File: src/smc_regs.svh
`ifndef SMC_REGS_SVH
`define SMC_REGS_SVH

// operand and accumulator widths
`define SMC_HALF_W      16
`define SMC_WORD_W      32
`define SMC_PROD_W      32
`define SMC_SUM_W       34
`define SMC_LONG_W      64

// halfword field positions inside a word
`define SMC_BOT_LSB     0
`define SMC_BOT_MSB     15
`define SMC_TOP_LSB     16
`define SMC_TOP_MSB     31

// reset values
`define SMC_RES_RST     32'h0000_0000
`define SMC_SAT_RST     1'b0

`endif
File: src/smc_pkg.sv
`include "smc_regs.svh"

package smc_pkg;

    typedef enum logic [3:0] {
        SMC_OP_DUAL_MAC_WORD           = 4'h0,
        SMC_OP_DUAL_MAC_WORD_CROSSED   = 4'h1,
        SMC_OP_DUAL_MSUB_WORD          = 4'h2,
        SMC_OP_DUAL_MSUB_WORD_CROSSED  = 4'h3,
        SMC_OP_DUAL_MAC_LONG           = 4'h4,
        SMC_OP_DUAL_MAC_LONG_CROSSED   = 4'h5,
        SMC_OP_DUAL_MSUB_LONG          = 4'h6,
        SMC_OP_DUAL_MSUB_LONG_CROSSED  = 4'h7,
        SMC_OP_HALFWORD_MAC_LONG_BOT_BOT = 4'h8,
        SMC_OP_HALFWORD_MAC_LONG_BOT_TOP = 4'h9,
        SMC_OP_HALFWORD_MAC_LONG_TOP_BOT = 4'hA,
        SMC_OP_HALFWORD_MAC_LONG_TOP_TOP = 4'hB
    } smc_op_t;

    typedef struct packed {
        logic                   res_valid;
        logic                   res_long;
        logic                   op_illegal;
        logic                   sat_q;
        logic [`SMC_WORD_W-1:0] res_lo;
        logic [`SMC_WORD_W-1:0] res_hi;
    } smc_state_t;

endpackage

File: src/smc_halfword_mul.sv
`include "smc_regs.svh"

// two signed 16x16 products; in single mode only the named halfwords
// reach the multiplier and the bottom product is forced to zero
module smc_halfword_mul
    import smc_pkg::*;
(
    input  wire logic [`SMC_WORD_W-1:0]  i_first_operand,
    input  wire logic [`SMC_WORD_W-1:0]  i_second_operand,
    input  wire logic                    i_crossed,
    input  wire logic                    i_single,
    input  wire logic                    i_first_top,
    input  wire logic                    i_second_top,
    output logic signed [`SMC_PROD_W-1:0] o_prod_top,
    output logic signed [`SMC_PROD_W-1:0] o_prod_bot
);

    logic signed [`SMC_HALF_W-1:0] a_top;
    logic signed [`SMC_HALF_W-1:0] a_bot;
    logic signed [`SMC_HALF_W-1:0] b_top;
    logic signed [`SMC_HALF_W-1:0] b_bot;
    logic signed [`SMC_HALF_W-1:0] h_first;
    logic signed [`SMC_HALF_W-1:0] h_second;

    assign a_top = i_first_operand[`SMC_TOP_MSB:`SMC_TOP_LSB];                    // RULE_02
    assign a_bot = i_first_operand[`SMC_BOT_MSB:`SMC_BOT_LSB];
    // crossed forms swap the halves of the second operand
    assign b_top = i_crossed ? i_second_operand[`SMC_BOT_MSB:`SMC_BOT_LSB]         // RULE_03
                             : i_second_operand[`SMC_TOP_MSB:`SMC_TOP_LSB];
    assign b_bot = i_crossed ? i_second_operand[`SMC_TOP_MSB:`SMC_TOP_LSB]
                             : i_second_operand[`SMC_BOT_MSB:`SMC_BOT_LSB];

    assign h_first  = i_first_top  ? a_top : a_bot;                                // RULE_06
    assign h_second = i_second_top ? i_second_operand[`SMC_TOP_MSB:`SMC_TOP_LSB]
                                   : i_second_operand[`SMC_BOT_MSB:`SMC_BOT_LSB];

    always_comb begin
        if (i_single) begin
            o_prod_top = h_first * h_second;                                       // RULE_07
            o_prod_bot = '0;
        end else begin
            o_prod_top = a_top * b_top;                                            // RULE_01
            o_prod_bot = a_bot * b_bot;
        end
    end

endmodule

File: src/smc_mac_unit.sv
//Contract
//(RULE_01) plain dual word form: top*top plus bottom*bottom plus addend
//(RULE_02) operands are four signed 16-bit halfwords
//(RULE_03) crossed: first top times second bottom, vice versa
//(RULE_04) dual word forms set sticky flag on overflow
//(RULE_05) halfword long: sign-extended product added to 64-bit pair
//(RULE_06) bottom is [15:0], top [31:16], letters per operand
//(RULE_07) unnamed halfwords never affect the result
//(RULE_08) dual long: both products added to 64-bit pair
//(RULE_09) low word is bits 31:0, high word 63:32
//(RULE_10) long forms leave every flag unchanged
//(RULE_11) core never names same register high and low
//(RULE_12) core never uses stack pointer or program counter
//(RULE_13) dual subtract word: bottom minus top plus addend
//(RULE_14) dual subtract long: difference added to 64-bit pair
//(RULE_15) subtract word flags only accumulate overflow
//(RULE_16) condition predicate gates whether operation takes effect
//(RULE_17) sticky flag is the status word saturation bit
//(RULE_18) flag never cleared by these operations
//(RULE_19) 64-bit sums wrap silently modulo two to 64
`include "smc_regs.svh"

module smc_mac_unit
    import smc_pkg::*;
(
    input  wire logic                   i_core_clk,
    input  wire logic                   i_rstn,
    input  wire logic                   i_op_valid,
    input  wire smc_op_t                i_op_code,
    input  wire logic                   i_cond_pass,
    input  wire logic [`SMC_WORD_W-1:0] i_first_operand,
    input  wire logic [`SMC_WORD_W-1:0] i_second_operand,
    input  wire logic [`SMC_WORD_W-1:0] i_addend_input,
    input  wire logic [`SMC_WORD_W-1:0] i_result_low_word,
    input  wire logic [`SMC_WORD_W-1:0] i_result_high_word,
    input  wire logic                   i_sat_clear,
    output wire logic                   o_res_valid,
    output wire logic                   o_res_long,
    output wire logic                   o_op_illegal,
    output wire logic [`SMC_WORD_W-1:0] o_result_low_word,
    output wire logic [`SMC_WORD_W-1:0] o_result_high_word,
    output wire logic                   o_app_status_word_q
);

    ////////////////////////////////////////////////////////////////////////////////
    // operation decode

    logic crossed;
    logic single;
    logic first_top;
    logic second_top;
    logic is_long;
    logic is_sub;
    logic legal;

    always_comb begin
        crossed    = 1'b0;
        single     = 1'b0;
        first_top  = 1'b0;
        second_top = 1'b0;
        is_long    = 1'b0;
        is_sub     = 1'b0;
        legal      = 1'b1;
        unique case (i_op_code)
            SMC_OP_DUAL_MAC_WORD: begin
            end
            SMC_OP_DUAL_MAC_WORD_CROSSED: begin
                crossed = 1'b1;
            end
            SMC_OP_DUAL_MSUB_WORD: begin
                is_sub = 1'b1;
            end
            SMC_OP_DUAL_MSUB_WORD_CROSSED: begin
                is_sub  = 1'b1;
                crossed = 1'b1;
            end
            SMC_OP_DUAL_MAC_LONG: begin
                is_long = 1'b1;
            end
            SMC_OP_DUAL_MAC_LONG_CROSSED: begin
                is_long = 1'b1;
                crossed = 1'b1;
            end
            SMC_OP_DUAL_MSUB_LONG: begin
                is_long = 1'b1;
                is_sub  = 1'b1;
            end
            SMC_OP_DUAL_MSUB_LONG_CROSSED: begin
                is_long = 1'b1;
                is_sub  = 1'b1;
                crossed = 1'b1;
            end
            SMC_OP_HALFWORD_MAC_LONG_BOT_BOT: begin
                is_long = 1'b1;
                single  = 1'b1;
            end
            SMC_OP_HALFWORD_MAC_LONG_BOT_TOP: begin
                is_long    = 1'b1;
                single     = 1'b1;
                second_top = 1'b1;
            end
            SMC_OP_HALFWORD_MAC_LONG_TOP_BOT: begin
                is_long   = 1'b1;
                single    = 1'b1;
                first_top = 1'b1;
            end
            SMC_OP_HALFWORD_MAC_LONG_TOP_TOP: begin
                is_long    = 1'b1;
                single     = 1'b1;
                first_top  = 1'b1;
                second_top = 1'b1;
            end
            default: begin
                legal = 1'b0;
            end
        endcase
    end

    ////////////////////////////////////////////////////////////////////////////////
    // products and sums

    logic signed [`SMC_PROD_W-1:0] prod_top;
    logic signed [`SMC_PROD_W-1:0] prod_bot;

    smc_halfword_mul u_mul (
        .i_first_operand   (i_first_operand),
        .i_second_operand  (i_second_operand),
        .i_crossed         (crossed),
        .i_single          (single),
        .i_first_top       (first_top),
        .i_second_top      (second_top),
        .o_prod_top        (prod_top),
        .o_prod_bot        (prod_bot)
    );

    logic [`SMC_SUM_W-1:0]  pair_sum;
    logic [`SMC_SUM_W-1:0]  word_sum;
    logic                   word_ovf;
    logic [`SMC_LONG_W-1:0] acc_in;
    logic [`SMC_LONG_W-1:0] long_sum;
    logic                   take;

    // 34 bits hold two worst-case products plus the addend without loss
    assign pair_sum = is_sub
        ? {{2{prod_bot[31]}}, prod_bot} - {{2{prod_top[31]}}, prod_top}            // RULE_13
        : {{2{prod_bot[31]}}, prod_bot} + {{2{prod_top[31]}}, prod_top};
    assign word_sum = pair_sum + {{2{i_addend_input[31]}}, i_addend_input};
    // the pair sum can also leave the signed word range; only the final accumulate is checked
    assign word_ovf = (word_sum[33:31] != 3'h0) && (word_sum[33:31] != 3'h7);     // RULE_15
    assign acc_in   = {i_result_high_word, i_result_low_word};                    // RULE_09
    assign long_sum = acc_in + {{30{pair_sum[33]}}, pair_sum};                    // RULE_19
    assign take     = i_op_valid && i_cond_pass && legal;                         // RULE_16

    ////////////////////////////////////////////////////////////////////////////////
    // state

    smc_state_t st_ff;
    smc_state_t nxt_st;

    always_comb begin
        nxt_st            = st_ff;
        nxt_st.res_valid  = 1'b0;
        nxt_st.op_illegal = i_op_valid && i_cond_pass && !legal;
        if (i_sat_clear) begin
            nxt_st.sat_q = 1'b0;
        end
        if (take) begin
            nxt_st.res_valid = 1'b1;
            nxt_st.res_long  = is_long;
            if (is_long) begin
                nxt_st.res_lo = long_sum[31:0];                                   // RULE_08
                nxt_st.res_hi = long_sum[63:32];                                  // RULE_14
            end else begin
                nxt_st.res_lo = word_sum[31:0];                                   // RULE_01
                nxt_st.res_hi = `SMC_RES_RST;
                // set wins over a same-cycle clear; no path clears it here
                if (word_ovf) begin
                    nxt_st.sat_q = 1'b1;                                          // RULE_04
                end
            end
        end
    end

    always_ff @(posedge i_core_clk or negedge i_rstn) begin
        if (!i_rstn) begin
            st_ff.res_valid  <= 1'b0;
            st_ff.res_long   <= 1'b0;
            st_ff.op_illegal <= 1'b0;
            st_ff.sat_q      <= `SMC_SAT_RST;
            st_ff.res_lo     <= `SMC_RES_RST;
            st_ff.res_hi     <= `SMC_RES_RST;
        end else begin
            st_ff <= nxt_st;
        end
    end

    assign o_res_valid         = st_ff.res_valid;
    assign o_res_long          = st_ff.res_long;
    assign o_op_illegal        = st_ff.op_illegal;
    assign o_result_low_word   = st_ff.res_lo;
    assign o_result_high_word  = st_ff.res_hi;
    assign o_app_status_word_q = st_ff.sat_q;                                     // RULE_17

    ////////////////////////////////////////////////////////////////////////////////
    // checks

    logic signed [`SMC_PROD_W-1:0] ref_tt;
    logic signed [`SMC_PROD_W-1:0] ref_bb;
    logic signed [`SMC_PROD_W-1:0] ref_tb;
    logic signed [`SMC_PROD_W-1:0] ref_bt;
    logic [`SMC_LONG_W-1:0]        ref_tt64;
    logic [`SMC_LONG_W-1:0]        ref_bb64;
    logic [`SMC_LONG_W-1:0]        ref_tb64;
    logic [`SMC_LONG_W-1:0]        ref_bt64;
    logic                          go;

    assign ref_tt = $signed(i_first_operand[31:16]) * $signed(i_second_operand[31:16]);
    assign ref_bb = $signed(i_first_operand[15:0]) * $signed(i_second_operand[15:0]);
    assign ref_tb = $signed(i_first_operand[31:16]) * $signed(i_second_operand[15:0]);
    assign ref_bt = $signed(i_first_operand[15:0]) * $signed(i_second_operand[31:16]);
    assign ref_tt64 = {{32{ref_tt[31]}}, ref_tt};
    assign ref_bb64 = {{32{ref_bb[31]}}, ref_bb};
    assign ref_tb64 = {{32{ref_tb[31]}}, ref_tb};
    assign ref_bt64 = {{32{ref_bt[31]}}, ref_bt};
    assign go       = i_op_valid && i_cond_pass;
endmodule

File: config.mk
export PLATFORM = sky130hd
export DESIGN_NAME = smc_mac_unit
export DESIGN_NICKNAME = d
export VERILOG_FILES = /design/src/smc_pkg.sv /design/src/smc_halfword_mul.sv /design/src/smc_mac_unit.sv
export VERILOG_INCLUDE_DIRS = /design/src
export SDC_FILE = /design/constraint.sdc
export NUM_CORES = 2
export LEC_CHECK = 0
export BUFFER_PORTS_ARGS = -buffer_cell sky130_fd_sc_hd__buf_2
export CELL_PAD_IN_SITES_DETAIL_PLACEMENT = 0
export CELL_PAD_IN_SITES_GLOBAL_PLACEMENT = 1
export CORE_ASPECT_RATIO = 0.5
export CORE_UTILIZATION = 40
export CTS_BUF_LIST = sky130_fd_sc_hd__clkbuf_4 sky130_fd_sc_hd__clkbuf_8
export DETAILED_ROUTE_END_ITERATION = 8
export GPL_TIMING_DRIVEN = 0
export PLACE_DENSITY = 0.73
export SKIP_LAST_GASP = 1
export SLEW_MARGIN = 5
export SYNTH_ARGS = -nofsm -noshare
export SYNTH_HDL_FRONTEND = slang
export SYNTH_SLANG_ARGS = --single-unit
File: constraint.sdc
create_clock -name i_core_clk -period 1.07 [get_ports i_core_clk]
set_input_delay 0.214 -clock i_core_clk [delete_from_list [all_inputs] [get_ports i_core_clk]]
set_output_delay 0.214 -clock i_core_clk [all_outputs]
set_load 0.02 [all_outputs]
==> impl_metrics.env <==
export IMPL_fin_ws_ps=-11150
export IMPL_layout_commonest_cell="inv_1"
export IMPL_ant_nets=0
export IMPL_cts_path_max_buffers=2
export IMPL_die_h_um=227
export IMPL_grt_pass1_vias=36461
export IMPL_endpoint_kind="flop"
export IMPL_regArea_um2=1700
export IMPL_synth_adder_area_share=0.506
export IMPL_syn_area_um2=40600
export IMPL_maxCapViolCount=0
export IMPL_grt_overflow=0
export IMPL_grt_pass1_wl_mm=215
export IMPL_final_cell_area_um2=52100
export IMPL_tightest_slew_ps=975
export IMPL_die_w_um=452
export IMPL_std_cell_rows=82
export IMPL_dpl_worst_slack_ps=-13820
export IMPL_synth_async_reset_ratio=1.00
export IMPL_start_kind="input port"
export IMPL_initial_core_util=0.404
export IMPL_outcome="finished with violations"
export IMPL_htreeDepth=3
export IMPL_cts_made_buffers=9
export IMPL_synth_nets=6087
export IMPL_core_um2=100000
export IMPL_max_slew_margin=0.350
export IMPL_fmax_ghz=0.0819
export IMPL_drc=0
export IMPL_path_clk_slew_ps=80
export IMPL_clk_latency_ps=390
export IMPL_ys_flop_type="dfrtp_1"
export IMPL_critical_path_most_common_cell="fa_1"
export IMPL_vias=35764
export IMPL_cpMaxStageDelayCell="fa_2"
export IMPL_nNetsFinal=6663
export IMPL_synth_edff_count=0
export IMPL_multi_input_area_um2=39300
export IMPL_synth_top_family_by_area="adder cells"
export IMPL_crit_buf_inv=14
export IMPL_critPathMaxFanout=6
export IMPL_synthXorXnorAreaFrac=0.0501
export IMPL_root_buffer="clkbuf_8"
export IMPL_synth_seq_cells=68
export IMPL_io_pins=237
export IMPL_holdCritPathClass="in -> reg"
export IMPL_drive_gt1_frac=0.245
export IMPL_maxSlewViolCount=0
export IMPL_grt_setup_unrepaired="yes"
export IMPL_arrival_ps=12510
export IMPL_synthMuxAreaShare=0.0311
export IMPL_antenna_found_initial=6
export IMPL_setup_violations_final=134
export IMPL_synth_compound_area_frac=0.114
export IMPL_nFillCells=9307
export IMPL_track_usage=0.274
export IMPL_wl_per_cell_um=21.2
export IMPL_period_minus_slack_ps=12220
export IMPL_critPathMaxStageDelay_ps=540
export IMPL_grt_start_max_net_pins=64
export IMPL_cts_num_sinks=68
export IMPL_gp_congestion=0.950
export IMPL_floorplan_die_area_um2=103000
export IMPL_whs_ps=62.1
export IMPL_skew_ps=0
export IMPL_mostFrequentLayoutCells="908 x inv_1, 776 x fa_1, 533 x nand2_1"
export IMPL_cpLargestDelayFamily="compound AO/OA/AOI/OAI gates"
export IMPL_ys_warnings_count=0
export IMPL_final_hold_violation_count=0
export IMPL_firstDrtPassIters=6
export IMPL_dpl_hpwl_mm=116
export IMPL_routed_wl_mm=141
export IMPL_min_period_over_period=11.4
export IMPL_synth_cell_types=82
export IMPL_placed_area_um2=44500
export IMPL_syn_inst=4752
export IMPL_cp_required_ps=1360
export IMPL_drt_initial_drc_count=2372
export IMPL_avgSynthCellArea_um2=8.54
export IMPL_yosys_area_share_simple=0.158
export IMPL_area_growth_pct=28.3
export IMPL_violations="setup timing"
export IMPL_via_per_inst=5.35
export IMPL_crit_type="in -> reg"
export IMPL_seq_area_frac_synth=0.0419
export IMPL_port_buffers=220
export IMPL_cts_tree="yes"
-- registers in the layout (all words and copies together) (netlist names) --
name                 cells
o_app_status_word_q      1
o_op_illegal             1
o_res_long               1
o_res_valid              1
o_result_high_word      32
o_result_low_word       32
-- metrics by stage --
step	cells	utilization	setup TNS, ps
after floorplan	4752	-	-530620
after global placement	6316	0.443	-746890
after detailed placement	6317	0.444	-706850
after CTS	6607	0.501	-566560
after global routing	6678	0.519	-601960
final	6679	0.519	-581870
-- worst min-delay path, stage by stage --
cell and delay (ps):
buf_2 120, nand2_1 50, nor2_1 30
-- path summary, 6_finish.rpt --
kind	endpoint	cells after the start	slack, ps	start
max in group asynchronous	o_result_high_word[16]$_DFFE_PN0P_	3	340	i_rstn
worst max-delay path	o_result_high_word[31]$_DFFE_PN0P_	58	-11150	i_op_code[3]
worst min register to register	o_result_high_word[20]$_DFFE_PN0P_	2	510	o_result_high_word[20]$_DFFE_PN0P_
min in group asynchronous	o_op_illegal$_DFF_PN0_	2	180	i_rstn
worst max register to register	o_result_high_word[4]$_DFFE_PN0P_	3	60	o_result_high_word[4]$_DFFE_PN0P_
worst min-delay path	o_op_illegal$_DFF_PN0_	3	60	i_cond_pass
-- logic make-up (layout without fill, tap and decap cells) --
family	Yosys count	in the layout
buf+inv	1077	1656
fa+ha+maj	1166	1166
simple gates	1372	1373
other cells	0	2
xor+xnor	229	230
compound gates	721	721
mux	119	119
flops	68	68
-- synth_stat cells, types with 54 or more instances --
cell type    n  area [µm²]
inv_1      929        3490
fa_1       789       15800
nand2_1    560        2100
ha_1       377        4720
nor2_1     286        1070
a21oi_1    202        1010
o21ai_0    163         816
xnor2_1    146        1280
nor2b_1    136         851
and2_1     129         807
clkbuf_1   127         477
a21o_1     106         796
xor2_1      81         709
dfrtp_1     68        1700
mux2i_1     63         631
nand3_1     57         285
mux2_2      54         608
-- routing by layer --
metal	wire, µm	global-route usage	vias to the layer above
li1	-	-	16106
met1	60200	0.376	18354
met2	67300	0.458	1126
met3	9340	0.0323	178
met4	4510	0.0788	0
met5	0	0	-
-- layout make-up --
| cell class | instances | area share |
|---|---|---|
| Antenna cell | 2 | 0.0000961 |
| Inverter | 930 | 0.0674 |
| Multi-Input combinational cell | 3609 | 0.756 |
| Sequential cell | 68 | 0.0327 |
| Tap cell | 1344 | 0.0323 |
| Clock buffer | 12 | 0.00293 |
| Timing Repair Buffer | 567 | 0.0880 |
| Clock inverter | 4 | 0.000481 |
| Buffer | 143 | 0.0204 |
-- what timing repair did --
item	CTS	global route
hold endpoints to repair	69	0
pin swaps	215	207
hold buffers	2	0
resized for setup	689	268
setup endpoints to repair	135	134
cloned	4	0
setup buffers	277	99
Power is not shown: default switching activity piles up to over one toggle a cycle in this logic, so the estimate is an artifact.
